==> src/rtl/gcfc_defs.vh <==
`ifndef GCFC_DEFS_VH
`define GCFC_DEFS_VH
// register addresses
`define GCFC_ADDR_TEMP_LOW 8'h60
`define GCFC_ADDR_TEMP_HIGH 8'h61
`define GCFC_ADDR_FLASH_CMD 8'h62
`define GCFC_ADDR_CLEAR 8'h63
`define GCFC_ADDR_MODE 8'h64
`define GCFC_ADDR_PROG_DATA 8'h6f
`define GCFC_ADDR_PROG_ADDR 8'h70
// clear register field positions
`define GCFC_BIT_DCR 0
`define GCFC_BIT_CCR 1
`define GCFC_BIT_SCR 2
`define GCFC_BIT_DTC 3
`define GCFC_BIT_CTC 4
`define GCFC_BIT_STAT 5
`define GCFC_BIT_POR 6
`define GCFC_BIT_RESERVED_TOP_BIT 7
// reset values
`define GCFC_CLEAR_RESET 8'h60
`define GCFC_WAKE_RESET 3'h7
// command codes
`define GCFC_CMD_PROGRAM 8'h0f
`define GCFC_CMD_ERASE0 8'h40
`define GCFC_CMD_ERASE1 8'h41
`define GCFC_CMD_ERASE2 8'h42
`define GCFC_CMD_ERASE_OFS 8'h43
`define GCFC_CMD_RAM2FL 8'h45
`define GCFC_CMD_FL2RAM 8'h48
`define GCFC_CMD_SLEEP 8'hf6
`define GCFC_CMD_CALSLEEP 8'hf7
// flash layout and calibration cycle limit
`define GCFC_FLASH_OFS_BASE 7'h60
`define GCFC_ERASED 8'hff
`define GCFC_LAST_PAGE_OFS 5'h1f
`define GCFC_CAL_CYCLES 8'h10
`endif

==> src/rtl/gcfc_core.v <==
`timescale 1ns/1ns
`include "gcfc_defs.vh"
module gcfc_core (
    // clock and reset
    input wire clock,
    input wire rst_n,
    // register access
    input wire regWrite,
    input wire regRead,
    input wire [7:0] regAddr,
    input wire [7:0] regWdata,
    output reg [7:0] regRdata,
    // analog side
    input wire [8:0] dieTemp,
    input wire [2:0] senseLevel,
    input wire calDone,
    // serial link pin
    input wire linkPin,
    // status open-drain pin
    output wire statusOut,
    output wire statusOe,
    // counter clear pulses, bit order as clear register
    output reg [4:0] counterClear,
    // power control
    output reg forceReset,
    output reg sleeping,
    output reg calibrating
);
    localparam ST_IDLE = 6'h01;
    localparam ST_RUN = 6'h02;
    localparam ST_WAIT = 6'h04;
    localparam ST_CAL = 6'h08;
    localparam ST_SLEEP = 6'h10;
    localparam ST_DONE = 6'h20;

    reg [7:0] flashMem [0:127];
    reg [7:0] ramMem [0:31];
    reg [7:0] clear_reg;
    reg [7:0] cmd_reg;
    reg [7:0] progData_reg;
    reg [7:0] progAddr_reg;
    reg [2:0] wake_reg;
    reg [8:0] temp_reg;
    reg [5:0] state_reg;
    reg [5:0] state_next;
    reg [6:0] idx_reg;
    reg [6:0] last_reg;
    reg [7:0] calCnt_reg;
    reg porSeen_reg;
    wire linkLevel;
    wire linkToggle;
    wire senseOk;

    gcfc_sync linkSync (
        .clock(clock),
        .rst_n(rst_n),
        .pinIn(linkPin),
        .pinLevel(linkLevel),
        .pinToggle(linkToggle)
    );

    function isCommand;
        input [7:0] code;
        begin
            case (code)
                `GCFC_CMD_PROGRAM, `GCFC_CMD_ERASE0, `GCFC_CMD_ERASE1,
                `GCFC_CMD_ERASE2, `GCFC_CMD_ERASE_OFS, `GCFC_CMD_RAM2FL,
                `GCFC_CMD_FL2RAM, `GCFC_CMD_SLEEP, `GCFC_CMD_CALSLEEP: isCommand = 1'b1;
                default: isCommand = 1'b0;
            endcase
        end
    endfunction

    function [6:0] firstIdx;
        input [7:0] code;
        begin
            case (code)
                `GCFC_CMD_PROGRAM: firstIdx = progAddr_reg[6:0];
                `GCFC_CMD_ERASE1: firstIdx = 7'h20;
                `GCFC_CMD_ERASE2: firstIdx = 7'h40;
                `GCFC_CMD_ERASE_OFS: firstIdx = `GCFC_FLASH_OFS_BASE;
                default: firstIdx = 7'h00;
            endcase
        end
    endfunction

    function [6:0] lastIdx;
        input [7:0] code;
        begin
            case (code)
                `GCFC_CMD_PROGRAM: lastIdx = progAddr_reg[6:0];
                `GCFC_CMD_ERASE1: lastIdx = 7'h3f;
                `GCFC_CMD_ERASE2: lastIdx = 7'h5f;
                `GCFC_CMD_ERASE_OFS: lastIdx = `GCFC_FLASH_OFS_BASE + 7'h02;
                default: lastIdx = {2'b00, `GCFC_LAST_PAGE_OFS};
            endcase
        end
    endfunction

    // sense below threshold; zero threshold always allows sleep
    assign senseOk = (wake_reg == 3'h0) || (senseLevel < wake_reg);

    // open drain: drive low while bit is 0
    assign statusOut = 1'b0;
    assign statusOe = ~clear_reg[`GCFC_BIT_STAT];

    always @* begin
        state_next = state_reg;
        case (state_reg)
            ST_IDLE: begin
                if (regWrite && regAddr == `GCFC_ADDR_FLASH_CMD && isCommand(regWdata)) begin
                    if (regWdata == `GCFC_CMD_SLEEP || regWdata == `GCFC_CMD_CALSLEEP) begin
                        state_next = ST_WAIT;
                    end else begin
                        state_next = ST_RUN;
                    end
                end
            end
            ST_RUN: begin
                if (idx_reg == last_reg) begin
                    state_next = ST_DONE;
                end
            end
            ST_WAIT: begin
                if (linkToggle) begin
                    state_next = ST_DONE;
                end else if (senseOk) begin
                    if (cmd_reg == `GCFC_CMD_CALSLEEP) begin
                        state_next = ST_CAL;
                    end else begin
                        state_next = ST_SLEEP;
                    end
                end
            end
            ST_CAL: begin
                if (linkToggle) begin
                    state_next = ST_DONE;
                end else if (calDone || calCnt_reg == `GCFC_CAL_CYCLES) begin
                    state_next = ST_SLEEP;
                end
            end
            ST_SLEEP: begin
                if (linkToggle) begin
                    state_next = ST_DONE;
                end
            end
            ST_DONE: state_next = ST_IDLE;
            default: state_next = ST_IDLE;
        endcase
    end

    always @(posedge clock) begin
        if (!rst_n) begin
            state_reg <= ST_IDLE;
            idx_reg <= 7'h00;
            last_reg <= 7'h00;
            calCnt_reg <= 8'h00;
            cmd_reg <= 8'h00;
            sleeping <= 1'b0;
            calibrating <= 1'b0;
        end else begin
            state_reg <= state_next;
            sleeping <= (state_next == ST_SLEEP);
            calibrating <= (state_next == ST_CAL);
            if (state_reg == ST_CAL) begin
                calCnt_reg <= calCnt_reg + 8'h01;
            end else begin
                calCnt_reg <= 8'h00;
            end
            case (state_reg)
                ST_IDLE: begin
                    if (state_next != ST_IDLE) begin
                        cmd_reg <= regWdata;
                        idx_reg <= firstIdx(regWdata);
                        last_reg <= lastIdx(regWdata);
                    end
                end
                ST_RUN: begin
                    idx_reg <= idx_reg + 7'h01;
                end
                ST_DONE: begin
                    cmd_reg <= 8'h00;
                end
                default: begin
                    idx_reg <= idx_reg;
                end
            endcase
        end
    end

    // memory moves, one byte per cycle; unknown codes never reach here
    always @(posedge clock) begin
        if (state_reg == ST_RUN) begin
            case (cmd_reg)
                `GCFC_CMD_PROGRAM: flashMem[idx_reg] <= flashMem[idx_reg] & progData_reg;
                `GCFC_CMD_ERASE0, `GCFC_CMD_ERASE1, `GCFC_CMD_ERASE2: flashMem[idx_reg] <= `GCFC_ERASED;
                `GCFC_CMD_ERASE_OFS: flashMem[idx_reg] <= `GCFC_ERASED;
                `GCFC_CMD_RAM2FL: flashMem[idx_reg] <= ramMem[idx_reg[4:0]];
                default: flashMem[idx_reg] <= flashMem[idx_reg];
            endcase
        end
    end

    always @(posedge clock) begin
        if (state_reg == ST_RUN && cmd_reg == `GCFC_CMD_FL2RAM) begin
            ramMem[idx_reg[4:0]] <= flashMem[idx_reg];
        end
    end

    // clear register, program registers, mode and temperature
    always @(posedge clock) begin
        if (!rst_n) begin
            clear_reg <= `GCFC_CLEAR_RESET;
            progData_reg <= 8'h00;
            progAddr_reg <= 8'h00;
            wake_reg <= `GCFC_WAKE_RESET;
            temp_reg <= 9'h000;
            counterClear <= 5'h00;
            forceReset <= 1'b0;
            porSeen_reg <= 1'b0;
        end else begin
            porSeen_reg <= 1'b1;
            temp_reg <= dieTemp;
            counterClear <= 5'h00;
            forceReset <= 1'b0;
            clear_reg[4:0] <= 5'h00;
            if (regWrite) begin
                case (regAddr)
                    `GCFC_ADDR_CLEAR: begin
                        counterClear <= regWdata[4:0];
                        clear_reg[`GCFC_BIT_STAT] <= regWdata[`GCFC_BIT_STAT];
                        clear_reg[`GCFC_BIT_POR] <= regWdata[`GCFC_BIT_POR];
                        clear_reg[`GCFC_BIT_RESERVED_TOP_BIT] <= regWdata[`GCFC_BIT_RESERVED_TOP_BIT];
                        forceReset <= regWdata[`GCFC_BIT_RESERVED_TOP_BIT] & ~clear_reg[`GCFC_BIT_RESERVED_TOP_BIT];
                    end
                    `GCFC_ADDR_MODE: wake_reg <= regWdata[3:1];
                    `GCFC_ADDR_PROG_DATA: progData_reg <= regWdata;
                    `GCFC_ADDR_PROG_ADDR: progAddr_reg <= regWdata;
                    default: progData_reg <= progData_reg;
                endcase
            end
        end
    end

    // read mux
    always @(posedge clock) begin
        if (!rst_n) begin
            regRdata <= 8'h00;
        end else if (regRead) begin
            case (regAddr)
                `GCFC_ADDR_TEMP_LOW: regRdata <= temp_reg[7:0];
                `GCFC_ADDR_TEMP_HIGH: regRdata <= {7'h00, temp_reg[8]};
                `GCFC_ADDR_FLASH_CMD: regRdata <= cmd_reg;
                `GCFC_ADDR_CLEAR: regRdata <= clear_reg;
                `GCFC_ADDR_MODE: regRdata <= {4'h0, wake_reg, 1'b0};
                `GCFC_ADDR_PROG_DATA: regRdata <= progData_reg;
                `GCFC_ADDR_PROG_ADDR: regRdata <= progAddr_reg;
                default: regRdata <= 8'h00;
            endcase
        end
    end
endmodule

==> src/rtl/gcfc_sync.v <==
`timescale 1ns/1ns
`include "gcfc_defs.vh"
module gcfc_sync (
    // clock and reset
    input wire clock,
    input wire rst_n,
    // raw pin
    input wire pinIn,
    // filtered level and edge
    output reg pinLevel,
    output wire pinToggle
);
    reg s1_reg;
    reg s2_reg;
    reg s3_reg;
    assign pinToggle = (s2_reg == s3_reg) && (s2_reg != pinLevel);
    always @(posedge clock) begin
        if (!rst_n) begin
            s1_reg <= 1'b1;
            s2_reg <= 1'b1;
            s3_reg <= 1'b1;
            pinLevel <= 1'b1;
        end else begin
            s1_reg <= pinIn;
            s2_reg <= s1_reg;
            s3_reg <= s2_reg;
            if (s2_reg == s3_reg) begin
                pinLevel <= s2_reg;
            end
        end
    end
endmodule

==> config.mk <==
export PLATFORM = sky130hd
export DESIGN_NAME = gcfc_core
export DESIGN_NICKNAME = d
export VERILOG_FILES = /design/src/rtl/gcfc_core.v /design/src/rtl/gcfc_sync.v
export VERILOG_INCLUDE_DIRS = /design/src /design/src/rtl
export SDC_FILE = /design/constraint.sdc
export NUM_CORES = 1
export LEC_CHECK = 0
export BUFFER_PORTS_ARGS = -buffer_cell sky130_fd_sc_hd__buf_2
export CORE_UTILIZATION = 45
export CTS_BUF_LIST = sky130_fd_sc_hd__clkbuf_8 sky130_fd_sc_hd__clkbuf_16
export DETAILED_ROUTE_END_ITERATION = 12
export HOLD_SLACK_MARGIN = 0.15
export PLACE_DENSITY_LB_ADDON = 0.05
export SLEW_MARGIN = 5
export SYNTH_ARGS = -nofsm -noshare
export SYNTH_HDL_FRONTEND = slang
export SYNTH_SLANG_ARGS = --single-unit
==> constraint.sdc <==
create_clock -name clock -period 2.1 [get_ports clock]
set_input_delay 0.315 -clock clock [delete_from_list [all_inputs] [get_ports clock]]
set_output_delay 0.315 -clock clock [all_outputs]
set_load 0.05 [all_outputs]
Word-level counts from Yosys, hierarchy flattened
Cells that the tools add are included.
{"block": "op_classes", "addsub": 2, "magnitude_cmp": 1, "eq_ne": 31, "muxes": 19, "n_bitwise": 3, "reduce_logical": 19}
{"operator": "equality test 8 x 7 -> 1 bit (second input constant)", "n": 13}
{"operator": "case mux 7 bit (4 select lines)", "n": 2}
{"operator": "case mux 8 bit (7 select lines)", "n": 1}
{"operator": "2-to-1 mux 6 bit", "n": 7}
{"operator": "case mux 6 bit (5 select lines)", "n": 1}
{"operator": "equality test 8 bit (second input constant)", "n": 3}
{"operator": "case mux 8 bit (2 select lines)", "n": 1}
{"operator": "AND reduction 2 bit", "n": 8}
{"operator": "case mux 7 bit (2 select lines)", "n": 1}
{"operator": "equality test 6 x 4 -> 1 bit (second input constant)", "n": 2}
{"operator": "equality test 6 x 5 -> 1 bit (second input constant)", "n": 2}
{"operator": "OR reduction 9 bit", "n": 1}
{"operator": "adder 8 x 1 -> 8 bit (second input constant)", "n": 1}
{"operator": "equality test 8 x 4 -> 1 bit (second input constant)", "n": 1}
{"operator": "equality test 8 x 5 -> 1 bit (second input constant)", "n": 1}
{"operator": "2-to-1 mux 8 bit", "n": 1}
{"operator": "adder 7 x 1 -> 7 bit (second input constant)", "n": 1}
{"operator": "equality test 7 bit", "n": 1}
{"operator": "2-to-1 mux 7 bit", "n": 1}
{"operator": "equality test 6 x 1 -> 1 bit (second input constant)", "n": 1}
{"operator": "equality test 6 x 2 -> 1 bit (second input constant)", "n": 1}
{"operator": "equality test 6 x 3 -> 1 bit (second input constant)", "n": 1}
{"operator": "equality test 6 bit (second input constant)", "n": 1}
{"operator": "inequality test 6 x 1 -> 1 bit (second input constant)", "n": 1}
{"operator": "other kinds (14)", "n": 21}
{"block": "totals", "ff_bits": 92, "inputBits": 34, "wordCells": 95}

Depth between registers and ports, before layout
{"block": "logic_depth", "ltp_word": 10, "depth_mapped": 7, "depth_no_buf": 7}

Modules after synthesis
Synthesis repeated with hierarchy kept, for this count alone.
{"block": "unflattened", "cells_unflattened": 460, "hier_area_um2": 4038.9}
{"module": "gcfc_core", "instances": 1, "cells_each": 447, "area_each_um2": 3903.7, "seq_area_each_um2": 1661.6}
{"module": "gcfc_sync", "instances": 1, "cells_each": 13, "area_each_um2": 135.1, "seq_area_each_um2": 80.1}

Worst setup path after synthesis
Ideal clock, no wire load.
{"block": "synth_timing", "path_type": "input to register", "start": "input port regAddr[4]", "end": "register last_reg[1]", "arrival_time_ns": 1.676, "path_slack_ns": 0.295, "cell_stages": 7, "cell_sequence": "buf_6 nor4b_4 nand4_2 a311o_1 buf_2 nor3_2 nor3_2"}
{"block": "synth_between", "elab_chain_len": 7}
{"item": "from (decl)", "line_no": "gcfc_core.v:10", "text": "input wire [7:0] regAddr,"}
{"item": "equality test 8 x 7 -> 1 bit"}
{"item": "logical AND 1 bit (no line)"}
{"item": "logical AND 1 bit", "line_no": "gcfc_core.v:111", "text": "if (regWrite && regAddr == `GCFC_ADDR_FLASH_CMD && isCommand(regWdata)) begin"}
{"item": "2-to-1 mux 6 bit", "line_no": "gcfc_core.v:111"}
{"item": "case mux 6 bit (5 select lines)", "line_no": "gcfc_core.v:109", "text": "case (state_reg)"}
{"item": "inequality test 6 x 1 -> 1 bit", "line_no": "gcfc_core.v:172", "text": "if (state_next != ST_IDLE) begin"}
{"item": "AND reduction 2 bit (no line)"}
{"item": "to (signal assigned)", "line_no": "gcfc_core.v:175", "text": "last_reg <= lastIdx(regWdata);"}
{"item": "to (decl)", "line_no": "gcfc_core.v:47", "text": "reg [6:0] last_reg;"}
No other way between the ends.
A chain may end at the register's enable or synchronous reset.

Worst setup path in the final report
{"block": "layout_timing", "start": "register state_reg[4]", "end": "register idx_reg[4]"}
{"block": "layout_between", "elab_chain_len": 6, "elab_cells_between_ends": 18, "classes_between": "eq/ne (7); mux (9); reduce/logical (2)"}
{"item": "from (decl)", "line_no": "gcfc_core.v:44", "text": "reg [5:0] state_reg;"}
{"item": "from (signal assigned)", "line_no": "gcfc_core.v:162", "text": "state_reg <= state_next;"}
{"item": "2-to-1 mux 6 bit, on equally long branches", "line_no": "gcfc_core.v:138, gcfc_core.v:127"}
{"item": "2-to-1 mux 6 bit, on equally long branches", "line_no": "gcfc_core.v:136, gcfc_core.v:125"}
{"item": "case mux 6 bit (5 select lines)", "line_no": "gcfc_core.v:109"}
{"item": "inequality test 6 x 1 -> 1 bit", "line_no": "gcfc_core.v:172"}
{"item": "inequality test 2 bit (no line)"}
{"item": "AND reduction 2 bit (no line)"}
{"item": "to (signal assigned)", "line_no": "gcfc_core.v:174", "text": "idx_reg <= firstIdx(regWdata);"}
{"item": "to (signal assigned)", "line_no": "gcfc_core.v:179", "text": "idx_reg <= idx_reg + 7'h01;"}
{"item": "to (signal assigned)", "line_no": "gcfc_core.v:185", "text": "idx_reg <= idx_reg;"}
{"item": "to (decl)", "line_no": "gcfc_core.v:46", "text": "reg [6:0] idx_reg;"}
Parallel ways exist; a longest one is shown, timed or not.

==> reports/results.ini <==
[worst_setup_path]
crit_type=flip-flop to flip-flop
critical_path.endpoint_type=flip-flop
path_max_fanout=7
regToRegSetupSlack_ns=0.15
critical_path_arrival_ns=2.22
r2r_cells=6
timing.rr.start=state_reg[4]
timing.rr.end=idx_reg[4]
worstSetupStartpointType=flip-flop
worstPathRequired_ns=2.38
endpoint=idx_reg[4]
cp-startpoint=state_reg[4]

[floorplanning]
dieArea_um2=9490
die_w_um=97.4
io_pins=52
rows=34
coreArea_um2=8760
start_util_pct=46.8
die_height_um=97.4

[global_route]
grt_start_max_net_pins=41
grt_pass1_vias=3377
grt-ovfl-total=0
antenna_found_initial=0
grt_usage_pct=22.4
grt_pass1_wl_um=17100

[finish]
drive_above_1_share_pct=20.3
mostFrequentLayoutCells=dfxtp_1 (87), nand2_1 (51), buf_2 (50)
syn2layout_area_growth_pct=16.0
largest_reg_flops=9
insertedDiodeCount=0
postLayoutCellArea_um2=4750
nNetsFinal=565
final_common_cell=dfxtp_1
fill_cells=860

[synthesis]
synth.avg_cell_area_um2=8.76
yosysSeqAreaShare_pct=42.5
synthArstFlopShare_pct=0
synth_cells=468
syn-num-nets=507
syn_area_um2=4100
ys_warn_count=0
synth-edff-count=0
synth_ff_type=dfxtp_1
ys_seq_elements=87
yosys.cell_types.count=64

[sta]
finalCritPeriodShare_pct=92.7
slew_viol_final=0
fin_skew_ns=0.0139
finalHoldViolations=0
post-route-min-period_ns=1.95
tns_ns=0
rsz0062_at_grt=yes
worst_pin_slew_ns=0.498
setup_viol=0
slew_headroom_pct=66.5
holdWs_ns=0.166
fmax_ghz=0.514

[drt]
vias=3659
vias_per_cell=5.73
wirelength_um=10300
antenna_left=0
wire_per_inst_um=16.2
drt_iter0_drc=204
drt_pass1_iterations=5
drc=0

[clocking]
cts.path.max_buffers=2
clk_latency_ns=0.35
tritoncts=done
clock_sinks=87
cts_root_buf=clkbuf_8
clkTransAtPathRegs_ns=0.09
cts_htree_levels=3
cts_inserted_buffers=9

[flow_run]
cap_violations=0

[power]
power_mw=3.17
peakVddDrop_v=0.000352
pwr_density_cell_nw_per_um2=666
p_leak_nw=1.87

[run_status]
status=completed

[place]
gp_congestion=0.816
hpwlAfterDp_um=7500
dpl_cell_area_um2=4520
portBuffers=50

[hold_path]
hold_start=dieTemp[2]
hp-class=primary input to flip-flop

[Yosys cell counts (all sizes together) (6+ instances only)]
master | instances | area [um2]
a21oi | 46 | 238
a31oi | 6 | 37.5
and2 | 11 | 68.8
and3 | 15 | 93.8
buf | 12 | 82.6
clkbuf | 15 | 61.3
dfxtp | 87 | 1740
inv | 10 | 37.5
mux2i | 19 | 190
nand2 | 51 | 191
nand3 | 30 | 150
nand4 | 7 | 50.1
nor2 | 33 | 126
nor3 | 11 | 70.1
nor4 | 6 | 58.8
o21ai | 21 | 105
xnor2 | 6 | 52.6
xor2 | 9 | 78.8
[through the flow]
stage,setup WS (ns),util (%),cells
2_1_floorplan,0.295,-,468
3_3_place_gp,0.149,51.6,622
3_5_place_dp,0.0777,51.6,622
5_1_grt,-0.00684,54.3,639
4_1_cts,0.0702,54.2,639
6_report,0.153,54.3,639
[worst max-delay path, cell delays in order (launching register included)]
cell and delay (ns):
dfxtp_1 0.38, nor4_4 0.40, nand4_2 0.23, a311oi_4 0.40, buf_4 0.22, nor3_1 0.05
nor3_1 0.19
[how the worst min path moves through the flow]
stage,endpoint,depth (start not counted),slack [ns]
after floorplan,linkSync.s2_reg,1,0.39
after global placement,linkSync.s2_reg,1,0.40
after detailed placement,linkSync.s2_reg,1,0.43
after CTS,temp_reg[2],2,0.16
after global routing,temp_reg[3],2,0.16
final,temp_reg[2],2,0.17
[repair_timing]
item                                   in CTS  in global routing
hold buffers                                1                  0
resized for setup                           0                  1
setup endpoints to repair                   0                  7
buffers inserted                            0                  0
endpoints found under the hold margin       1                  0
[logic make-up (layout without fill, tap and decap cells)]
kind of cell	after synthesis	in the layout	share of synthesized area [%]
AND/OR/NAND/NOR	194	194	26.0
AO/OA/AOI/OAI	107	107	16.8
flip-flops	87	87	42.5
buffers and inverters	37	100	4.43
multiplexers	22	22	5.47
XOR/XNOR	15	15	3.21
adder cells (fa/ha/maj)	5	5	1.53
other	1	1	0.0915
[final cells by class]
cell class                      count  area [um2]  share of cell area (%)
Sequential cell                    87        1740                    36.6
Clock buffer                        9         124                    2.61
Tap cell                          108         135                    2.84
Multi-Input combinational cell    344        2180                    45.9
Inverter                           10        37.5                   0.789
Clock inverter                      7        90.1                    1.89
Timing Repair Buffer               74         445                    9.37
[report_power, final]
part	switching (mW)	internal, mW	total, mW
Combinational	0.149	0.0807	0.230
Clock	0.601	0.662	1.26
Sequential	0.00757	1.67	1.68
[layer usage]
layer  track usage [%]  vias to the layer above  wire length [um]
met5                 0                        -                 0
met4              7.35                        0               172
met3              2.81                       15               460
met2              38.0                      112              4860
met1              29.4                     1730              4840
li1                  -                     1802                 -
Note: power is estimated with default switching activity, not from simulation.
